**config.mk**
```make
export PLATFORM = sky130hd
export DESIGN_NAME = measurement_trigger_sequencer
export DESIGN_NICKNAME = d
export VERILOG_FILES = /design/src/rtl/trig_seq_pkg.sv /design/src/rtl/ext_edge_detect.sv /design/src/rtl/interval_timer.sv /design/src/rtl/measurement_trigger_sequencer.sv
export SDC_FILE = /design/constraint.sdc
export NUM_CORES = 1
export LEC_CHECK = 0
export ABC_AREA = 1
export BUFFER_PORTS_ARGS = -buffer_cell sky130_fd_sc_hd__buf_2
export CORE_MARGIN = 2
export CORE_UTILIZATION = 50
export CTS_BUF_LIST = sky130_fd_sc_hd__clkbuf_8
export DETAILED_ROUTE_END_ITERATION = 12
export GPL_TIMING_DRIVEN = 1
export PLACE_DENSITY = 0.7
export SKIP_LAST_GASP = 1
export SYNTH_ARGS = -nofsm -noshare
export SYNTH_HDL_FRONTEND = slang
export SYNTH_SLANG_ARGS = --single-unit
```
**constraint.sdc**
```tcl
create_clock -name aclk -period 3.2 [get_ports aclk]
set_clock_uncertainty 0.2 [all_clocks]
set_input_delay 0.16 -clock aclk [delete_from_list [all_inputs] [get_ports aclk]]
set_output_delay 0.16 -clock aclk [all_outputs]
set_load 0.03 [all_outputs]
```
**src/rtl/trig_seq_pkg.sv**
```systemverilog
package trig_seq_pkg;
  localparam int ADDR_W = 8;
  localparam int DATA_W = 32;
  localparam int CNT_W = 16;
  localparam int TMR_W = 32;

  // event sources, shared by arm, trigger and sample levels
  typedef enum logic [2:0] {
    SRC_AUTO,
    SRC_EXT,
    SRC_HOLD,
    SRC_LEVEL,
    SRC_LINE,
    SRC_SINGLE,
    SRC_HOST,
    SRC_TIMER
  } src_t;

  typedef enum logic [1:0] {
    MODE_DC,
    MODE_DIGITIZE,
    MODE_AC_SYNC_RANDOM,
    MODE_FREQ_PERIOD
  } meas_mode_t;

  typedef enum logic [1:0] {
    LVL_ARM,
    LVL_TRIG,
    LVL_SAMPLE
  } level_t;

  localparam logic [ADDR_W-1:0] OFS_ARM = 8'h00;
  localparam logic [ADDR_W-1:0] OFS_TRIG = 8'h04;
  localparam logic [ADDR_W-1:0] OFS_COUNT = 8'h08;
  localparam logic [ADDR_W-1:0] OFS_SAMPLE = 8'h0c;
  localparam logic [ADDR_W-1:0] OFS_TIMER = 8'h10;
  localparam logic [ADDR_W-1:0] OFS_PRESET = 8'h14;
  localparam logic [ADDR_W-1:0] OFS_CONFIG = 8'h18;
  localparam logic [ADDR_W-1:0] OFS_STATUS = 8'h1c;

  localparam int PRE_GENERAL = 0;
  localparam int PRE_NORMAL = 1;
  localparam int PRE_FAST = 2;
  localparam int PRE_DIGITIZE = 3;

  localparam int CFG_BUFFERING = 0;
  localparam int CFG_MODE_LSB = 1;

  localparam int ST_ARMED = 0;
  localparam int ST_TRIGGERED = 1;
  localparam int ST_READING = 2;
  localparam int ST_REJECT = 3;
  localparam int ST_TOO_FAST = 4;
  localparam int ST_BUS_HOLD = 5;
  localparam int ST_DONE_LSB = 16;

  localparam logic [CNT_W-1:0] COUNT_RESET = 16'h0001;
  localparam logic [TMR_W-1:0] TIMER_RESET = 32'h0000_0001;
  localparam logic [1:0] RESP_OKAY = 2'h0;
  localparam logic [1:0] RESP_SLVERR = 2'h2;
endpackage : trig_seq_pkg

```
**src/rtl/ext_edge_detect.sv**
```systemverilog
`timescale 1ns/1ps
module ext_edge_detect (
  input wire logic aclk,
  input wire logic aresetn,
  input wire logic ce,
  input wire logic pin_in,
  output logic fall_pulse
);
  logic s1_q;
  logic s2_q;
  logic s3_q;
  logic level_q;

  always_ff @(posedge aclk) begin
    if (!aresetn) begin
      s1_q <= 1'b1;
      s2_q <= 1'b1;
      s3_q <= 1'b1;
    end else if (ce) begin
      s1_q <= pin_in;
      s2_q <= s1_q;
      s3_q <= s2_q;
    end
  end

  // a change counts only once the last two stages agree
  always_ff @(posedge aclk) begin
    if (!aresetn) begin
      level_q <= 1'b1;
      fall_pulse <= 1'b0;
    end else if (ce) begin
      fall_pulse <= 1'b0;
      if (s2_q == s3_q) begin
        level_q <= s3_q;
        fall_pulse <= level_q & ~s3_q;
      end
    end
  end
endmodule : ext_edge_detect

```
**src/rtl/interval_timer.sv**
```systemverilog
`timescale 1ns/1ps
module interval_timer
  import trig_seq_pkg::*;
(
  input wire logic aclk,
  input wire logic aresetn,
  input wire logic ce,
  input wire logic restart,
  input wire logic run,
  input wire logic [trig_seq_pkg::TMR_W-1:0] interval,
  output logic tick
);
  logic [TMR_W-1:0] count_q;

  // first tick one cycle after restart, then one per interval
  always_ff @(posedge aclk) begin
    if (!aresetn) begin
      count_q <= '0;
      tick <= 1'b0;
    end else if (ce) begin
      tick <= 1'b0;
      if (restart) begin
        count_q <= '0;
      end else if (run) begin
        if (count_q == '0) begin
          tick <= 1'b1;
          count_q <= (interval == '0) ? '0 : interval - 1'b1;
        end else begin
          count_q <= count_q - 1'b1;
        end
      end
    end
  end
endmodule : interval_timer

```
**src/rtl/measurement_trigger_sequencer.sv**
```systemverilog
// Operation
// - a reading starts only after arm, then trigger, then sample events
// - an arm event arms the logic so a later trigger can be taken
// - trigger while armed enables sampling; trigger while unarmed is ignored, but a single-shot trigger stays pending until armed
// - one reading per sample event, stop at the programmed reading count
// - count setup holds readings per trigger and the sample source
// - automatic source fires at once whenever a level needs an event
// - external source fires on each falling edge of the trigger pin
// - hold suspends readings at arm or trigger; not allowed for sample
// - level source only for trigger and sample, only in dc or digitize
// - line source fires on each power-line zero crossing
// - single shot fires once on its command, then that source becomes hold
// - host source fires when output empty, memory off or empty, host asks
// - timer source spaces sample events by a programmed interval
// - timer and line rejected in ac sync or random and frequency modes
// - at power-on arm, trigger and sample sources are automatic
// - power-on, reset, normal or fast preset give count 1, sample auto
// - normal preset sets trigger to host source and arm to automatic
// - writing automatic arm or trigger source resumes held readings
// - without command buffering single shot holds the bus until readings end
// - only sub-sampling and multiple arming may break the strict ordering
// - host source counts once for arm or trigger, per request for sample
`timescale 1ns/1ps
module measurement_trigger_sequencer
  import trig_seq_pkg::*;
(
  input wire logic aclk,
  input wire logic aresetn,
  input wire logic ce,
  input wire logic [trig_seq_pkg::ADDR_W-1:0] s_axi_awaddr,
  input wire logic s_axi_awvalid,
  output logic s_axi_awready,
  input wire logic [trig_seq_pkg::DATA_W-1:0] s_axi_wdata,
  input wire logic [3:0] s_axi_wstrb,
  input wire logic s_axi_wvalid,
  output logic s_axi_wready,
  output logic [1:0] s_axi_bresp,
  output logic s_axi_bvalid,
  input wire logic s_axi_bready,
  input wire logic [trig_seq_pkg::ADDR_W-1:0] s_axi_araddr,
  input wire logic s_axi_arvalid,
  output logic s_axi_arready,
  output logic [trig_seq_pkg::DATA_W-1:0] s_axi_rdata,
  output logic [1:0] s_axi_rresp,
  output logic s_axi_rvalid,
  input wire logic s_axi_rready,
  input wire logic ext_trig_n,
  input wire logic level_cross,
  input wire logic line_zero_cross,
  input wire logic out_buf_empty,
  input wire logic mem_off_or_empty,
  input wire logic host_data_request,
  input wire logic reading_done,
  output logic reading_start,
  output logic host_bus_hold
);
  typedef enum logic [1:0] {
    SEQ_WAIT_ARM,
    SEQ_WAIT_TRIG,
    SEQ_WAIT_SAMPLE,
    SEQ_READING
  } seq_state_t;

  seq_state_t state_q;
  src_t arm_source_select_q;
  src_t trig_source_q;
  src_t sample_source_q;
  logic [CNT_W-1:0] reading_count_q;
  logic [CNT_W-1:0] done_count_q;
  logic [TMR_W-1:0] interval_q;
  logic command_buffering_q;
  meas_mode_t meas_mode_q;
  logic arm_single_q;
  logic trig_single_q;
  logic reject_q;
  logic too_fast_q;
  logic ext_fall;
  logic timer_tick;
  logic host_evt;
  logic arm_evt;
  logic trig_evt;
  logic sample_evt;
  logic wr_go;
  logic rd_go;
  logic wr_hit;
  logic wr_bad;
  logic [DATA_W-1:0] wr_mask;
  logic [DATA_W-1:0] wr_val;
  logic [DATA_W-1:0] status_word;
  logic last_reading;
  logic preset_any;
  logic single_cmd;
  logic reject_set;

  ext_edge_detect u_ext_edge (
    .aclk(aclk),
    .aresetn(aresetn),
    .ce(ce),
    .pin_in(ext_trig_n),
    .fall_pulse(ext_fall)
  );

  interval_timer u_timer (
    .aclk(aclk),
    .aresetn(aresetn),
    .ce(ce),
    .restart(state_q == SEQ_WAIT_TRIG && trig_evt),
    .run(state_q == SEQ_WAIT_SAMPLE || state_q == SEQ_READING),
    .interval(interval_q),
    .tick(timer_tick)
  );

  // which source is allowed at which level and in which measurement mode
  function automatic logic src_allowed(input level_t lvl, input src_t src, input meas_mode_t mode);
    logic ac_or_freq;
    ac_or_freq = (mode == MODE_AC_SYNC_RANDOM) || (mode == MODE_FREQ_PERIOD);
    unique case (src)
      SRC_AUTO, SRC_EXT, SRC_HOST: src_allowed = 1'b1;
      SRC_HOLD, SRC_SINGLE: src_allowed = (lvl != LVL_SAMPLE);
      SRC_LEVEL: src_allowed = (lvl != LVL_ARM) && (mode == MODE_DC || mode == MODE_DIGITIZE);
      SRC_LINE: src_allowed = !ac_or_freq;
      SRC_TIMER: src_allowed = (lvl == LVL_SAMPLE) && !ac_or_freq;
    endcase
  endfunction : src_allowed

  // event produced by one source in the current cycle
  function automatic logic src_event(input src_t src, input logic ext, input logic lvl, input logic line,
                                     input logic host, input logic tmr);
    unique case (src)
      SRC_AUTO: src_event = 1'b1;
      SRC_EXT: src_event = ext;
      SRC_HOLD, SRC_SINGLE: src_event = 1'b0;
      SRC_LEVEL: src_event = lvl;
      SRC_LINE: src_event = line;
      SRC_HOST: src_event = host;
      SRC_TIMER: src_event = tmr;
    endcase
  endfunction : src_event

  assign host_evt = out_buf_empty & mem_off_or_empty & host_data_request;
  // pending single shot fires even though the source already reads hold
  assign arm_evt = src_event(arm_source_select_q, ext_fall, level_cross, line_zero_cross, host_evt, timer_tick)
                   | arm_single_q;
  assign trig_evt = src_event(trig_source_q, ext_fall, level_cross, line_zero_cross, host_evt, timer_tick)
                    | trig_single_q;
  assign sample_evt = src_event(sample_source_q, ext_fall, level_cross, line_zero_cross, host_evt, timer_tick);
  assign last_reading = (done_count_q + 1'b1 >= reading_count_q);

  // register bus: write address and data are taken together
  // ready stays low while frozen, or a master would see a write taken that never lands
  assign wr_go = ce & s_axi_awvalid & s_axi_wvalid & ~s_axi_bvalid;
  assign s_axi_awready = wr_go;
  assign s_axi_wready = wr_go;
  assign rd_go = ce & s_axi_arvalid & ~s_axi_rvalid;
  assign s_axi_arready = rd_go;
  assign wr_mask = {{8{s_axi_wstrb[3]}}, {8{s_axi_wstrb[2]}}, {8{s_axi_wstrb[1]}}, {8{s_axi_wstrb[0]}}};

  always_comb begin
    status_word = '0;
    status_word[ST_ARMED] = (state_q != SEQ_WAIT_ARM);
    status_word[ST_TRIGGERED] = (state_q == SEQ_WAIT_SAMPLE) || (state_q == SEQ_READING);
    status_word[ST_READING] = (state_q == SEQ_READING);
    status_word[ST_REJECT] = reject_q;
    status_word[ST_TOO_FAST] = too_fast_q;
    status_word[ST_BUS_HOLD] = host_bus_hold;
    status_word[ST_DONE_LSB +: CNT_W] = done_count_q;
  end

  function automatic logic [DATA_W-1:0] reg_value(input logic [ADDR_W-1:0] addr, input logic [DATA_W-1:0] stat,
                                                 input src_t arm, input src_t trig, input src_t smp,
                                                 input logic [CNT_W-1:0] cnt, input logic [TMR_W-1:0] tmr,
                                                 input logic buf_en, input meas_mode_t mode);
    reg_value = '0;
    case (addr)
      OFS_ARM: reg_value[2:0] = arm;
      OFS_TRIG: reg_value[2:0] = trig;
      OFS_COUNT: reg_value[CNT_W-1:0] = cnt;
      OFS_SAMPLE: reg_value[2:0] = smp;
      OFS_TIMER: reg_value = tmr;
      OFS_CONFIG: begin
        reg_value[CFG_BUFFERING] = buf_en;
        reg_value[CFG_MODE_LSB +: 2] = mode;
      end
      OFS_STATUS: reg_value = stat;
      default: reg_value = '0;
    endcase
  endfunction : reg_value

  always_comb begin
    unique case (s_axi_awaddr)
      OFS_ARM, OFS_TRIG, OFS_COUNT, OFS_SAMPLE, OFS_TIMER, OFS_PRESET, OFS_CONFIG, OFS_STATUS: wr_bad = 1'b0;
      default: wr_bad = 1'b1;
    endcase
  end

  assign wr_hit = wr_go & ~wr_bad;
  assign wr_val = (reg_value(s_axi_awaddr, status_word, arm_source_select_q, trig_source_q, sample_source_q,
                             reading_count_q, interval_q, command_buffering_q, meas_mode_q) & ~wr_mask)
                  | (s_axi_wdata & wr_mask);
  assign preset_any = wr_hit && (s_axi_awaddr == OFS_PRESET) && (wr_val[3:0] != '0);
  assign single_cmd = wr_hit && src_t'(wr_val[2:0]) == SRC_SINGLE
                      && (s_axi_awaddr == OFS_ARM || s_axi_awaddr == OFS_TRIG);

  always_comb begin
    reject_set = 1'b0;
    if (wr_hit) begin
      unique case (s_axi_awaddr)
        OFS_ARM: reject_set = !src_allowed(LVL_ARM, src_t'(wr_val[2:0]), meas_mode_q);
        OFS_TRIG: reject_set = !src_allowed(LVL_TRIG, src_t'(wr_val[2:0]), meas_mode_q);
        OFS_SAMPLE: reject_set = !src_allowed(LVL_SAMPLE, src_t'(wr_val[2:0]), meas_mode_q);
        default: reject_set = 1'b0;
      endcase
    end
  end

  always_ff @(posedge aclk) begin
    if (!aresetn) begin
      s_axi_bvalid <= 1'b0;
      s_axi_bresp <= RESP_OKAY;
    end else if (ce) begin
      if (wr_go) begin
        s_axi_bvalid <= 1'b1;
        s_axi_bresp <= wr_bad ? RESP_SLVERR : RESP_OKAY;
      end else if (s_axi_bready) begin
        s_axi_bvalid <= 1'b0;
      end
    end
  end

  always_ff @(posedge aclk) begin
    if (!aresetn) begin
      s_axi_rvalid <= 1'b0;
      s_axi_rdata <= '0;
      s_axi_rresp <= RESP_OKAY;
    end else if (ce) begin
      if (rd_go) begin
        s_axi_rvalid <= 1'b1;
        s_axi_rdata <= reg_value(s_axi_araddr, status_word, arm_source_select_q, trig_source_q,
                                 sample_source_q, reading_count_q, interval_q, command_buffering_q, meas_mode_q);
        unique case (s_axi_araddr)
          OFS_ARM, OFS_TRIG, OFS_COUNT, OFS_SAMPLE, OFS_TIMER, OFS_PRESET, OFS_CONFIG, OFS_STATUS:
            s_axi_rresp <= RESP_OKAY;
          default: s_axi_rresp <= RESP_SLVERR;
        endcase
      end else if (s_axi_rready) begin
        s_axi_rvalid <= 1'b0;
      end
    end
  end

  // source selection, presets and single-shot takeover
  always_ff @(posedge aclk) begin
    if (!aresetn) begin
      arm_source_select_q <= SRC_AUTO;
      trig_source_q <= SRC_AUTO;
      sample_source_q <= SRC_AUTO;
      reading_count_q <= COUNT_RESET;
    end else if (ce && wr_hit) begin
      unique case (s_axi_awaddr)
        OFS_PRESET: begin
          if (wr_val[PRE_GENERAL] || wr_val[PRE_NORMAL] || wr_val[PRE_FAST]) begin
            reading_count_q <= COUNT_RESET;
            sample_source_q <= SRC_AUTO;
          end
          if (wr_val[PRE_GENERAL]) begin
            arm_source_select_q <= SRC_AUTO;
            trig_source_q <= SRC_AUTO;
          end else if (wr_val[PRE_NORMAL]) begin
            arm_source_select_q <= SRC_AUTO;
            trig_source_q <= SRC_HOST;
          end else if (wr_val[PRE_FAST] || wr_val[PRE_DIGITIZE]) begin
            arm_source_select_q <= SRC_HOLD;
          end
        end
        // an illegal source is refused and the old one kept
        OFS_ARM: if (!reject_set) begin
          arm_source_select_q <= (src_t'(wr_val[2:0]) == SRC_SINGLE) ? SRC_HOLD : src_t'(wr_val[2:0]);
        end
        OFS_TRIG: if (!reject_set) begin
          trig_source_q <= (src_t'(wr_val[2:0]) == SRC_SINGLE) ? SRC_HOLD : src_t'(wr_val[2:0]);
        end
        OFS_SAMPLE: if (!reject_set) begin
          sample_source_q <= src_t'(wr_val[2:0]);
        end
        OFS_COUNT: reading_count_q <= wr_val[CNT_W-1:0];
        default: ;
      endcase
    end
  end

  always_ff @(posedge aclk) begin
    if (!aresetn) begin
      interval_q <= TIMER_RESET;
      command_buffering_q <= 1'b0;
      meas_mode_q <= MODE_DC;
    end else if (ce && wr_hit) begin
      if (s_axi_awaddr == OFS_TIMER) begin
        interval_q <= wr_val;
      end
      if (s_axi_awaddr == OFS_CONFIG) begin
        command_buffering_q <= wr_val[CFG_BUFFERING];
        meas_mode_q <= meas_mode_t'(wr_val[CFG_MODE_LSB +: 2]);
      end
    end
  end

  // pending single shots, consumed when their level takes the event
  always_ff @(posedge aclk) begin
    if (!aresetn || preset_any) begin
      arm_single_q <= 1'b0;
      trig_single_q <= 1'b0;
    end else if (ce) begin
      if (single_cmd && s_axi_awaddr == OFS_ARM) begin
        arm_single_q <= 1'b1;
      end else if (state_q == SEQ_WAIT_ARM) begin
        arm_single_q <= 1'b0;
      end
      if (single_cmd && s_axi_awaddr == OFS_TRIG) begin
        trig_single_q <= 1'b1;
      end else if (state_q == SEQ_WAIT_TRIG && trig_evt) begin
        trig_single_q <= 1'b0;
      end
    end
  end

  // sticky errors: write one to clear, a new event wins over the clear
  always_ff @(posedge aclk) begin
    if (!aresetn) begin
      reject_q <= 1'b0;
      too_fast_q <= 1'b0;
    end else if (ce) begin
      if (reject_set) begin
        reject_q <= 1'b1;
      end else if (wr_hit && s_axi_awaddr == OFS_STATUS && wr_val[ST_REJECT]) begin
        reject_q <= 1'b0;
      end
      if (state_q == SEQ_READING && timer_tick && sample_source_q == SRC_TIMER) begin
        too_fast_q <= 1'b1;
      end else if (wr_hit && s_axi_awaddr == OFS_STATUS && wr_val[ST_TOO_FAST]) begin
        too_fast_q <= 1'b0;
      end
    end
  end

  // strict arm, trigger, sample order; no sub-sampling or multiple arming here
  always_ff @(posedge aclk) begin
    if (!aresetn || preset_any) begin
      state_q <= SEQ_WAIT_ARM;
      done_count_q <= '0;
      reading_start <= 1'b0;
    end else if (ce) begin
      reading_start <= 1'b0;
      unique case (state_q)
        SEQ_WAIT_ARM: if (arm_evt) begin
          state_q <= SEQ_WAIT_TRIG;
        end
        SEQ_WAIT_TRIG: if (trig_evt) begin
          state_q <= SEQ_WAIT_SAMPLE;
          done_count_q <= '0;
        end
        // host requests only count as samples from here, so one request fires a trigger once
        SEQ_WAIT_SAMPLE: if (sample_evt) begin
          state_q <= SEQ_READING;
          reading_start <= 1'b1;
        end
        SEQ_READING: if (reading_done) begin
          done_count_q <= done_count_q + 1'b1;
          state_q <= last_reading ? SEQ_WAIT_ARM : SEQ_WAIT_SAMPLE;
        end
      endcase
    end
  end

  // bus stays busy for the whole single-shot group when commands are unbuffered
  always_ff @(posedge aclk) begin
    if (!aresetn || preset_any) begin
      host_bus_hold <= 1'b0;
    end else if (ce) begin
      if (single_cmd && !command_buffering_q) begin
        host_bus_hold <= 1'b1;
      end else if (state_q == SEQ_READING && reading_done && last_reading) begin
        host_bus_hold <= 1'b0;
      end
    end
  end
endmodule : measurement_trigger_sequencer

```
Yosys cells after proc, flatten, opt, wreduce, memory -nomap -nowiden
Memory sizes are Yosys's and may differ from the RTL's.
Index checks and enable logic that the tools add are counted.
{"block": "op_classes", "add_sub_neg": 3, "magnitude_cmp": 1, "eq_ne": 58, "n_mux": 70, "bitwise": 19, "reduce_logical": 84}
{"operator": "2-to-1 mux 32 bit", "n": 4}
{"operator": "case mux 16 bit (2 select lines)", "n": 4}
{"operator": "case mux 13 bit (3 select lines)", "n": 2}
{"operator": "bitwise AND 32 bit", "n": 2}
{"operator": "zero test 32 bit", "n": 2}
{"operator": "subtractor 32 x 1 -> 32 bit, second input constant", "n": 2}
{"operator": "equality test 8 x 5 -> 1 bit, second input constant", "n": 7}
{"operator": "equality test 3 bit, second input constant", "n": 16}
{"operator": "2-to-1 mux 16 bit", "n": 3}
{"operator": "case mux 3 bit (7 select lines)", "n": 2}
{"operator": "equality test 8 x 4 -> 1 bit, second input constant", "n": 4}
{"operator": "NOT 32 bit", "n": 1}
{"operator": "bitwise OR 32 bit", "n": 1}
{"operator": "2-to-1 mux 1 bit", "n": 28}
{"operator": "nonzero test 2 bit", "n": 14}
{"operator": "2-to-1 mux 3 bit", "n": 9}
{"operator": "AND reduction 2 bit", "n": 13}
{"operator": "equality test 3 x 2 -> 1 bit, second input constant", "n": 8}
{"operator": "case mux 1 bit (7 select lines)", "n": 3}
{"operator": "zero test 3 bit", "n": 6}
{"operator": "case mux 3 bit (2 select lines)", "n": 3}
{"operator": "adder 16 x 1 -> 16 bit, second input constant", "n": 1}
{"operator": "equality test 8 x 3 -> 1 bit, second input constant", "n": 2}
{"operator": ">= comparator 16 bit", "n": 1}
{"operator": "27 further kinds", "n": 97}
{"block": "word_totals", "regBits": 160, "mem_bits_ro": 64, "out_inout_bits": 43, "elab_cells": 264, "n_memories": 2}
{"name": "(no name shown)", "depth": 32, "word_bits": 1, "read_ports": 1, "rd_clocked_by_memory_dff": 0, "write_ports": 0, "line": "measurement_trigger_sequencer.sv:240", "source": "unique case (s_axi_araddr)"}
{"name": "(no name shown)", "depth": 32, "word_bits": 1, "read_ports": 1, "rd_clocked_by_memory_dff": 0, "write_ports": 0, "line": "measurement_trigger_sequencer.sv:190", "source": "unique case (s_axi_awaddr)"}

Depth between registers and ports, before layout
Gate-level depths: netlist of the first run.
{"block": "logic_depth", "word_depth": 15, "mapped_depth": 22}

By module
From an unflattened synthesis of the first run, not the netlist that was laid out.
{"block": "unflattened", "hier_cells": 1691, "hier_area_um2": 10520.1}
{"mod": "measurement_trigger_sequencer", "n_inst": 1, "cells_per_inst": 1051, "area_per_inst_um2": 6949.2}
{"mod": "interval_timer", "n_inst": 1, "cells_per_inst": 614, "area_per_inst_um2": 3377.0}
{"mod": "ext_edge_detect", "n_inst": 1, "cells_per_inst": 26, "area_per_inst_um2": 193.9}

Worst setup path before layout of the first run
No wires, ideal clock.
{"block": "synth_timing", "kind": "register -> register", "from": "reg done_count_q[0]", "to": "reg host_bus_hold", "arrival_ns": 2.621, "required_ns": 2.944, "slack_ns": 0.323, "path_stages_with_launch": 18, "path_buffers": 0, "period_less_slack_ns": 2.877, "path_cell_list": "dfxtp_1 inv_1 nor3_2 nand4_1 nor2_1 inv_1 nor4_2 nand3_1 nor3_2 xor2_1 ha_1 a21oi_1 o21ai_0 o21ai_0 o21ai_0 nand2_1 nand2_1 inv_1"}
{"block": "synth_between", "elab_chain_len": 5}
{"item": "start, declared", "line": "measurement_trigger_sequencer.sv:69", "source": "logic [CNT_W-1:0] done_count_q;"}
{"item": "start signal, assigned", "line": "measurement_trigger_sequencer.sv:367", "source": "done_count_q <= done_count_q + 1'b1;"}
{"item": "adder 16 x 1 -> 16 bit", "line": "measurement_trigger_sequencer.sv:147", "source": "assign last_reading = (done_count_q + 1'b1 >= reading_count_q);"}
{"item": ">= comparator 16 bit", "line": "measurement_trigger_sequencer.sv:147"}
{"item": "logical AND 1 bit", "line": "measurement_trigger_sequencer.sv:381", "source": "end else if (state_q == SEQ_READING && reading_done && last_reading) begin"}
{"item": "nonzero test 2 bit (no source line)"}
{"item": "AND reduction 2 bit (no source line)"}
{"item": "end signal, assigned", "line": "measurement_trigger_sequencer.sv:377", "source": "host_bus_hold <= 1'b0;"}
{"item": "end signal, assigned", "line": "measurement_trigger_sequencer.sv:380", "source": "host_bus_hold <= 1'b1;"}
{"item": "end signal, assigned", "line": "measurement_trigger_sequencer.sv:382", "source": "host_bus_hold <= 1'b0;"}
{"item": "end, declared", "line": "measurement_trigger_sequencer.sv:55", "source": "output logic host_bus_hold"}
No other way between the ends.
A chain may end at the register's enable or synchronous reset.

Final worst setup path of the first run
{"block": "layout_timing", "from": "reg done_count_q[1]", "to": "reg host_bus_hold"}
The elaborated chain is that of the path after synthesis.

==> impl_metrics.env, run 1 <==
export IMPL_crit_type="register to register"
export IMPL_clk_latency_ns=0.47
export IMPL_routedWlPerCell_um=17.1
export IMPL_path_clk_slew_ns=0.10
export IMPL_first_pass_iters=5
export IMPL_powerDensity_nw_per_um2=498
export IMPL_start_kind="register"
export IMPL_totalWireLength_um=34700
export IMPL_slowest_delay_ns=0.37
export IMPL_grt_overflow=0
export IMPL_layout_common_cells="347 x nand2_1, 198 x inv_1, 158 x nor2_1, 158 x dfxtp_1, 149 x a21oi_1"
export IMPL_ys_seq_area_frac=0.306
export IMPL_max_freq_mhz=320
export IMPL_final_util=0.611
export IMPL_drt_vias_per_instance=5.60
export IMPL_track_usage=0.317
export IMPL_die_area_um2=21800
export IMPL_ir_drop_mv=0.359
export IMPL_path_buf_inv=3
export IMPL_nets=1835
export IMPL_grt_antenna_before_repair=0
export IMPL_grt_pass1_vias=10251
export IMPL_start_util=0.510
export IMPL_rows=52
export IMPL_async_flop_share=0
export IMPL_slew_viol_final=0
export IMPL_io_buffers=107
export IMPL_ios=110
export IMPL_cp_max_fo=3
export IMPL_die_w_um=148
export IMPL_static_leakage_power_nw=5.46
export IMPL_htree_num_levels=4
export IMPL_synthCells=1573
export IMPL_core_um2=20200
export IMPL_p_int_mw=3.66
export IMPL_finalHoldViolations=0
export IMPL_place_gp_congestion=0.992
export IMPL_syn_area_per_cell_um2=6.57
export IMPL_setup_viol_count_final=0
export IMPL_drive_gt1_frac=0.157
export IMPL_layout_commonest_cell="nand2_1"
export IMPL_place_area_um2=11200
export IMPL_cp_required_ns=3.42
export IMPL_vias=11361
export IMPL_fin_hold_ws_ns=0.0159
export IMPL_p_sw_mw=2.50
export IMPL_netlist_area_um2=10300
export IMPL_clock_power_share=0.261
export IMPL_cts_root_buf="clkbuf_8"
export IMPL_synth_edff_count=0
export IMPL_synth_seq_cells=158
export IMPL_rsz0062_at_grt="true"
export IMPL_seqPwrFrac=0.349
export IMPL_layout_min_cycle_time_ns=3.13
export IMPL_worst_pin_slew_ns=1.08
export IMPL_switching_share=0.406
export IMPL_cts_buffer_depth=2
export IMPL_cts_buffers=17
export IMPL_crit_arrival_ns=3.35
export IMPL_hpwl_um=25700
export IMPL_synth_cell_type_count=53
export IMPL_grt_max_degree=53
export IMPL_grt_pass1_wl_um=54800
export IMPL_antenna_cells=0
export IMPL_clock_sinks=158
export IMPL_slowest_stage="dfxtp_1"
export IMPL_dp_slack_ns=-0.0475
export IMPL_yosys_warnings=0
export IMPL_cts_setup_buffers=0
export IMPL_min_path_type="input port to register"
export IMPL_maxSlewHeadroom=0.276
export IMPL_cp_top_family="simple AND/OR/NAND/NOR gates"
export IMPL_outcome="finished clean"
export IMPL_setup_ws_ns=0.0728
export IMPL_ant_nets=0
export IMPL_synth_flop_cell="dfxtp_1"
export IMPL_final_area_um2=12400
export IMPL_path_cells="inv_1 -> nor3_4 -> nand4_1 -> nor2_2 -> inv_1 -> nor4_4 -> nand3_2 -> nor3_2 -> xor2_1 -> ha_1 -> a21oi_1 -> o21ai_0 -> o21ai_1 -> o21ai_0 -> nand2_1 -> nand2_1 -> inv_1"
export IMPL_fillers=1892
export IMPL_die_h_um=148
export IMPL_crit_top_cell="inv_1"
export IMPL_drc_errors=0
export IMPL_syn_to_final_growth_pct=19.7
export IMPL_cts_tree="yes"
export IMPL_endpoint_kind="register"
export IMPL_cap_violations=0
export IMPL_power_frac_comb=0.390
export IMPL_drtIter0Drc=1066
export IMPL_post_route_period_util=0.977
## through the flow
step | total power, mW | cells | TNS, ns
global route | 6.54 | 2029 | -0.222
global placement | 4.50 | 1926 | 0
CTS | 6.14 | 2030 | 0
floorplan | 3.97 | 1574 | 0
detailed placement | 4.50 | 1926 | -0.0475
finish | 6.16 | 2029 | 0
## registers in the layout, summed over array words and instances (netlist names), 2 cells and up
signal / flops
interval_q: 32
done_count_q: 16
reading_count_q: 16
state_q: 2
arm_source_select_q: 3
s_axi_rdata: 32
meas_mode_q: 2
sample_source_q: 3
trig_source_q: 3
u_timer.count_q: 32
## cells by family (layout without fill, tap and decap cells)
kind of cell | after synthesis | after routing | synth area share
flip-flops | 158 | 158 | 0.306
AO/OA/AOI/OAI | 362 | 362 | 0.204
buffers and inverters | 273 | 458 | 0.109
other | 1 | 2 | 0.000363
adder cells (fa/ha/maj) | 21 | 21 | 0.0254
AND/OR/NAND/NOR | 711 | 711 | 0.315
XOR/XNOR | 47 | 47 | 0.0399
## power by group through the flow
stage	sequential, mW	clock (mW)	combinational (mW)
after floorplan	2.19	0	1.78
after global placement	2.19	0	2.31
after detailed placement	2.19	0	2.31
after CTS	2.15	1.61	2.38
after global routing	2.16	1.69	2.69
final	2.15	1.61	2.40
## tightest hold or removal path, stage by stage
cell and delay, ns:
buf_2 0.07, and3_1 0.21, inv_2 0.09, a21oi_1 0.12
## cell usage after synthesis (18+ instances only)
cell type,number,share of area
nor2_1,160,0.058
dfxtp_1,158,0.31
nand2_1,347,0.13
o221ai_1,18,0.015
nor2_2,18,0.011
inv_1,199,0.072
ha_1,21,0.025
nand4_1,21,0.013
xor2_1,40,0.034
o22ai_1,40,0.024
nor3_1,29,0.014
o211ai_1,26,0.019
a21oi_1,149,0.072
o21ai_0,80,0.039
clkbuf_1,40,0.015
nand3_1,68,0.033
nand2_2,18,0.011
## repair_timing
action                     CTS  global route
setup endpoints to repair    1            44
hold endpoints to repair    68             0
gates resized for setup      2             9
pin swaps                    0             5
hold buffers                73             0
## worst paths after layout
kind / slack [ns] / to / cells past startpoint / startpoint
hold reg to reg: 0.27 / s_axi_rdata[15]$_SDFFE_PN0P_ / 2 / s_axi_rdata[15]$_SDFFE_PN0P_
setup / recovery: 0.07 / host_bus_hold$_SDFFE_PP0P_ / 17 / done_count_q[1]$_SDFFE_PP0P_
setup reg to reg: 0.07 / host_bus_hold$_SDFFE_PP0P_ / 17 / done_count_q[1]$_SDFFE_PP0P_
hold / removal: 0.02 / s_axi_bvalid$_SDFFE_PN0P_ / 4 / s_axi_wvalid
## layout make-up
class,count,area [um2],area share
multi-input cells,1143,6100,0.494
flip-flops and latches,158,3160,0.256
repair buffers,216,1540,0.124
inverters,211,817,0.0661
well taps,270,338,0.0273
clock buffers,17,234,0.0189
clock inverters,14,170,0.0138
## routing by layer
metal | track usage | wire length [um]
met4 | 0.0909 | 847
met2 | 0.493 | 15300
met5 | 0 | 0
met1 | 0.448 | 15600
met3 | 0.0620 | 3010
No activity file was read; power rests on OpenSTA's default activity.
==> inputs of run 2 (changes only) <==
--- a/config.mk
+++ b/config.mk
@@ -6,13 +6,12 @@
 export NUM_CORES = 1
 export LEC_CHECK = 0
 export ABC_AREA = 1
-export BUFFER_PORTS_ARGS = -buffer_cell sky130_fd_sc_hd__buf_2
 export CORE_MARGIN = 2
 export CORE_UTILIZATION = 50
 export CTS_BUF_LIST = sky130_fd_sc_hd__clkbuf_8
 export DETAILED_ROUTE_END_ITERATION = 12
+export DONT_BUFFER_PORTS = 1
 export GPL_TIMING_DRIVEN = 1
-export PLACE_DENSITY = 0.7
 export SKIP_LAST_GASP = 1
 export SYNTH_ARGS = -nofsm -noshare
 export SYNTH_HDL_FRONTEND = slang
==> run 2 against run 1 <==
Effect of this change:
- clock-buffer cell count unchanged
- non-clock buffer count fell by 106
- final area down 4.7%
- first-iteration DRC count increased by 0.94%
- cell count decreased by 5.2%
- combinational power about the same
- critical path type is now input port to register
==> impl_metrics.env, run 2 (synthesized netlist as in run 1, its figures left out) <==
export IMPL_rrSetupSlack_ns=0.22
export IMPL_ir_drop_mv=0.329
export IMPL_hold_path_depth=7
export IMPL_antenna_cells=0
export IMPL_layout_commonest_cell="nand2_1"
export IMPL_worst_pin_slew_ns=0.748
export IMPL_reg_largest_list="interval_q: 32 flops, s_axi_rdata: 32 flops, u_timer.count_q: 32 flops"
export IMPL_post_route_period_util=0.956
export IMPL_crit_type="input port to register"
export IMPL_final_util=0.582
export IMPL_grt_pass1_vias=9878
export IMPL_hpwl_um=25800
export IMPL_dp_slack_ns=0.0358
export IMPL_rows=52
export IMPL_ant_nets=0
export IMPL_layout_common_cells="346 x nand2_1, 200 x inv_1, 158 x nor2_1, 157 x dfxtp_1, 149 x a21oi_1"
export IMPL_die_h_um=148
export IMPL_clk_latency_ns=0.48
export IMPL_clock_sinks=158
export IMPL_ios=110
export IMPL_clock_power_share=0.235
export IMPL_timing_rr_end="host_bus_hold$_SDFFE_PP0P_"
export IMPL_core_um2=20200
export IMPL_setup_ws_ns=0.139
export IMPL_die_w_um=148
export IMPL_r2r_cells=17
export IMPL_hold_start="s_axi_awaddr[7]"
export IMPL_syn_to_final_growth_pct=14.1
export IMPL_min_path_type="input port to register"
export IMPL_drive_gt1_frac=0.109
export IMPL_rsz0062_at_grt="true"
export IMPL_start_util=0.510
export IMPL_p_sw_mw=2.52
export IMPL_power_frac_comb=0.401
export IMPL_totalWireLength_um=35000
export IMPL_io_buffers=0
export IMPL_r2r_start="done_count_q[0]$_SDFFE_PP0P_"
export IMPL_endpoint_kind="register"
export IMPL_finalHoldViolations=0
export IMPL_cts_tree="yes"
export IMPL_place_gp_congestion=0.938
export IMPL_drc_errors=0
export IMPL_htree_num_levels=4
export IMPL_vias=10902
export IMPL_cts_root_buf="clkbuf_8"
export IMPL_track_usage=0.319
export IMPL_max_freq_mhz=327
export IMPL_powerDensity_nw_per_um2=509
export IMPL_switching_share=0.421
export IMPL_die_area_um2=21800
export IMPL_maxSlewHeadroom=0.498
export IMPL_fillers=2064
export IMPL_setup_viol_count_final=0
export IMPL_routedWlPerCell_um=18.2
export IMPL_grt_max_degree=62
export IMPL_grt_overflow=0
export IMPL_grt_pass1_wl_um=54600
export IMPL_start_kind="input port"
export IMPL_cp_max_fo=9
export IMPL_path_clk_slew_ns=0.09
export IMPL_static_leakage_power_nw=5.04
export IMPL_crit_arrival_ns=3.22
export IMPL_seqPwrFrac=0.364
export IMPL_nets=1729
export IMPL_fin_hold_ws_ns=0.00982
export IMPL_slew_viol_final=0
export IMPL_outcome="finished clean"
export IMPL_first_pass_iters=7
export IMPL_p_int_mw=3.47
export IMPL_cap_violations=0
export IMPL_drtIter0Drc=1076
export IMPL_cts_buffers=17
export IMPL_drt_vias_per_instance=5.67
export IMPL_cts_buffer_depth=2
export IMPL_cp_required_ns=3.36
export IMPL_hold_path_end="arm_source_select_q[2]$_SDFFE_PN0P_"
export IMPL_layout_min_cycle_time_ns=3.06
export IMPL_grt_antenna_before_repair=0
[run 2: per-layer routing]
metal / wire length [um] / vias up / track usage / share of wire
li1: - / 5355 / - / -
met1: 16100 / 5052 / 0.462 / 0.46
met2: 15300 / 444 / 0.483 / 0.44
met3: 2740 / 51 / 0.0593 / 0.078
met4: 794 / 0 / 0.0923 / 0.023
met5: 0 / - / 0 / 0
[run 2: worst max path at each step]
stage	endpoint	cells after the start	from	slack, ns
after floorplan	host_bus_hold$_SDFFE_PP0P_	17	done_count_q[0]$_SDFFE_PP0P_	0.32
after global placement	host_bus_hold$_SDFFE_PP0P_	17	done_count_q[1]$_SDFFE_PP0P_	0.07
after detailed placement	host_bus_hold$_SDFFE_PP0P_	17	done_count_q[1]$_SDFFE_PP0P_	0.04
after CTS	arm_source_select_q[0]$_SDFFE_PN0P_	13	ce	0.02
after global routing	host_bus_hold$_SDFFE_PP0P_	17	done_count_q[0]$_SDFFE_PP0P_	-0.08
final	arm_source_select_q[0]$_SDFFE_PN0P_	22	s_axi_awaddr[5]	0.14
[run 2: timing repair]
action / CTS / global route
hold buffers: 64 / 0
hold endpoints to repair: 99 / 0
resized for setup: 1 / 12
setup buffers: 0 / 7
endpoints found under the setup margin: 1 / 6
pin swaps: 0 / 5
[run 2: power by group through the flow]
stage                     combinational [mW]  sequential (mW)  clock [mW]
after floorplan                         1.78             2.19           0
after global placement                  2.28             2.23           0
after detailed placement                2.29             2.23           0
after CTS                               2.38             2.18        1.42
after global routing                    2.68             2.20        1.50
final                                   2.40             2.18        1.41
[run 2: worst max-delay path: stages]
cell and delay (ns):
dlygate4sd3_1 0.61, nor2_2 0.17, nand2_4 0.10, nor2_4 0.22
inv_1 0.12, nor2_1 0.10, nor2_1 0.06, nand3_2 0.09
nand2_4 0.12, inv_6 0.13, nand2_1 0.06, nand2_1 0.05
nand2_1 0.04, nand2_1 0.06, nand2_1 0.05, nand2_2 0.11
nand4_1 0.09, nand2_1 0.12, inv_1 0.07, nor2_1 0.08
nor2_1 0.05, dlygate4sd3_1 0.55
[run 2: stage by stage]
stage	instances	area [um2]	total power, mW	setup TNS, ns
after global routing	1924	11800	6.37	-0.0880
final	1924	11800	5.99	0
after floorplan	1574	10300	3.97	0
after CTS	1917	11700	5.97	0
after detailed placement	1821	10700	4.51	0
after global placement	1821	10700	4.51	0
[run 2: cell type report]
type | instances | area, um2 | share of cell area
flip-flops and latches | 158 | 3160 | 0.269
well taps | 270 | 338 | 0.0287
clock buffers | 17 | 234 | 0.0199
clock inverters | 15 | 115 | 0.00977
multi-input cells | 1143 | 6100 | 0.518
inverters | 211 | 820 | 0.0696
repair buffers | 110 | 1010 | 0.0858
==> inputs of run 3 (changes only) <==
--- a/config.mk
+++ b/config.mk
@@ -7,11 +7,12 @@
 export LEC_CHECK = 0
 export ABC_AREA = 1
 export CORE_MARGIN = 2
-export CORE_UTILIZATION = 50
+export CORE_UTILIZATION = 65
 export CTS_BUF_LIST = sky130_fd_sc_hd__clkbuf_8
 export DETAILED_ROUTE_END_ITERATION = 12
 export DONT_BUFFER_PORTS = 1
 export GPL_TIMING_DRIVEN = 1
+export PLACE_DENSITY = 0.81
 export SKIP_LAST_GASP = 1
 export SYNTH_ARGS = -nofsm -noshare
 export SYNTH_HDL_FRONTEND = slang
==> run 3 against run 2 <==
Effect of this change:
- sequential cell count is the same
- final area shrank 0.74%
- via count grew 1.6%
- power grew 1.8%
- highest routed layer unchanged
- clock-buffer cell count grew 1
- largest power group unchanged
- cell count shrank 3.3%
==> impl_metrics.env, run 3 (synthesized netlist as in run 1, its figures left out) <==
export IMPL_cts_buffer_depth=2
export IMPL_max_freq_mhz=325
export IMPL_hpwl_um=23700
export IMPL_rrSetupSlack_ns=0.13
export IMPL_layout_commonest_cell="nand2_1"
export IMPL_final_util=0.744
export IMPL_cp_required_ns=3.42
export IMPL_io_buffers=0
export IMPL_reg_largest_list="interval_q: 32 flops, s_axi_rdata: 32 flops, u_timer.count_q: 32 flops"
export IMPL_use_met3=0.0767
export IMPL_totalWireLength_um=33100
export IMPL_crit_type="register to register"
export IMPL_cts_buffers=17
export IMPL_static_leakage_power_nw=4.99
export IMPL_ant_nets=0
export IMPL_core_um2=15700
export IMPL_rsz0062_at_grt="true"
export IMPL_clock_sinks=158
export IMPL_switching_share=0.405
export IMPL_grt_antenna_before_repair=0
export IMPL_post_place_cells=1756
export IMPL_grt_pass1_wl_um=51300
export IMPL_first_pass_iters=6
export IMPL_die_w_um=130
export IMPL_cp_max_fo=3
export IMPL_grt_max_degree=53
export IMPL_vias=11075
export IMPL_layout_common_cells="347 x nand2_1, 198 x inv_1, 158 x nor2_1, 157 x dfxtp_1, 149 x a21oi_1"
export IMPL_cts_tree="yes"
export IMPL_clock_power_share=0.259
export IMPL_routedWlPerCell_um=17.8
export IMPL_min_path_type="input port to register"
export IMPL_post_route_period_util=0.961
export IMPL_crit_arrival_ns=3.30
export IMPL_p_int_mw=3.63
export IMPL_maxSlewHeadroom=0.550
export IMPL_r2r_start="done_count_q[1]$_SDFFE_PP0P_"
export IMPL_drt_vias_per_instance=5.95
export IMPL_fillers=1276
export IMPL_clk_latency_ns=0.48
export IMPL_ios=110
export IMPL_grt_util_met2=0.630
export IMPL_power_frac_comb=0.383
export IMPL_place_area_um2=10500
export IMPL_die_area_um2=16900
export IMPL_setup_viol_count_final=0
export IMPL_r2r_cells=17
export IMPL_gr_max_usage_layer="met2"
export IMPL_grt_pass1_vias=9973
export IMPL_ir_drop_mv=0.436
export IMPL_worst_pin_slew_ns=0.670
export IMPL_track_usage=0.389
export IMPL_start_util=0.657
export IMPL_seq_area_um2=3160
export IMPL_place_gp_congestion=0.957
export IMPL_htree_num_levels=4
export IMPL_timing_rr_end="host_bus_hold$_SDFFE_PP0P_"
export IMPL_drtIter0Drc=1422
export IMPL_finalHoldViolations=0
export IMPL_cap_violations=0
export IMPL_start_kind="register"
export IMPL_multiInputGateArea_um2=6090
export IMPL_outcome="finished clean"
export IMPL_slew_viol_final=0
export IMPL_cts_root_buf="clkbuf_8"
export IMPL_drive_gt1_frac=0.102
export IMPL_final_area_um2=11700
export IMPL_grt_overflow=0
export IMPL_rows=46
export IMPL_layout_min_cycle_time_ns=3.07
export IMPL_syn_to_final_growth_pct=13.2
export IMPL_seqPwrFrac=0.358
export IMPL_drc_errors=0
export IMPL_grt_met1_usage=0.527
export IMPL_endpoint_kind="register"
export IMPL_p_sw_mw=2.47
export IMPL_die_h_um=130
export IMPL_hold_path_depth=3
export IMPL_path_clk_slew_ns=0.09
export IMPL_stdcell_count=1861
export IMPL_powerDensity_nw_per_um2=522
export IMPL_hold_start="aresetn"
export IMPL_hold_path_end="u_timer.count_q[1]$_SDFFE_PN0P_"
export IMPL_nets=1719
## run 3: cell count changes in the layout (fill, tap and decap cells not counted), moves of 2 or more
| cell | previous run | this run |
|---|---|---|
| inv_1 | 200 | 198 |
| buf_4 | 45 | 33 |
| bufinv_16 | 0 | 2 |
| dlygate4sd3_1 | 62 | 64 |
## run 3: per-layer routing
metal | up-vias | routed length, um
met2 | 618 | 15000
met5 | - | 0
li1 | 5333 | -
met4 | 0 | 890
met1 | 5045 | 13700
met3 | 79 | 3470
## run 3: area by class of cell
type	instances	share of cell area
Inverter	211	0.0699
Tap cell	216	0.0231
Multi-Input combinational cell	1143	0.521
Antenna cell	1	0.000214
Sequential cell	158	0.271
Clock buffer	18	0.0212
Timing Repair Buffer	100	0.0805
Clock inverter	14	0.0136
## run 3: worst max-delay path, cell delays in order, from the launching register on
cell,delay (ns)
dfxtp_1,0.36
inv_1,0.10
nor3_4,0.23
nand4_1,0.17
nor2_2,0.16
inv_1,0.10
nor4_4,0.21
nand3_2,0.14
nor3_2,0.14
xor2_1,0.22
ha_1,0.30
a21oi_1,0.15
o21ai_0,0.10
o21ai_1,0.17
o21ai_0,0.09
nand2_1,0.09
nand2_1,0.05
inv_1,0.06
## run 3: stage by stage
stage / hold slack [ns] / power [mW] / setup TNS, ns / setup WS (ns)
6_report: 0.0195 / 6.10 / 0 / 0.126
5_1_grt: 0.0469 / 6.43 / -0.244 / -0.218
4_1_cts: 0.00234 / 6.05 / 0 / 0.0222
3_5_place_dp: 0.0450 / 4.43 / -0.00337 / -0.00337
3_3_place_gp: 0.0450 / 4.39 / 0 / 0.131
2_1_floorplan: 0.0863 / 3.97 / 0 / 0.323
## run 3: worst max path at each step
stage,from,depth (start not counted),to
CTS,ce,10,reading_count_q[0]$_SDFFE_PN1P_
global route,done_count_q[1]$_SDFFE_PP0P_,17,host_bus_hold$_SDFFE_PP0P_
finish,done_count_q[1]$_SDFFE_PP0P_,17,host_bus_hold$_SDFFE_PP0P_
floorplan,done_count_q[0]$_SDFFE_PP0P_,17,host_bus_hold$_SDFFE_PP0P_
detailed placement,done_count_q[1]$_SDFFE_PP0P_,17,host_bus_hold$_SDFFE_PP0P_
global placement,done_count_q[1]$_SDFFE_PP0P_,17,host_bus_hold$_SDFFE_PP0P_
## run 3: power groups by stage
stage / registers [mW] / logic [mW] / clock network (mW)
after floorplan: 2.19 / 1.78 / 0
after CTS: 2.18 / 2.30 / 1.57
after global routing: 2.20 / 2.59 / 1.64
final: 2.18 / 2.34 / 1.58
after global placement: 2.22 / 2.16 / 0
after detailed placement: 2.23 / 2.20 / 0
## run 3: repair_timing
item / 4_1_cts / 5_1_grt
gates resized for setup: 1 / 9
pin swaps: 0 / 2
hold buffers: 66 / 0
hold endpoints to repair: 98 / 0
setup buffers: 0 / 6
setup endpoints to repair: 1 / 21
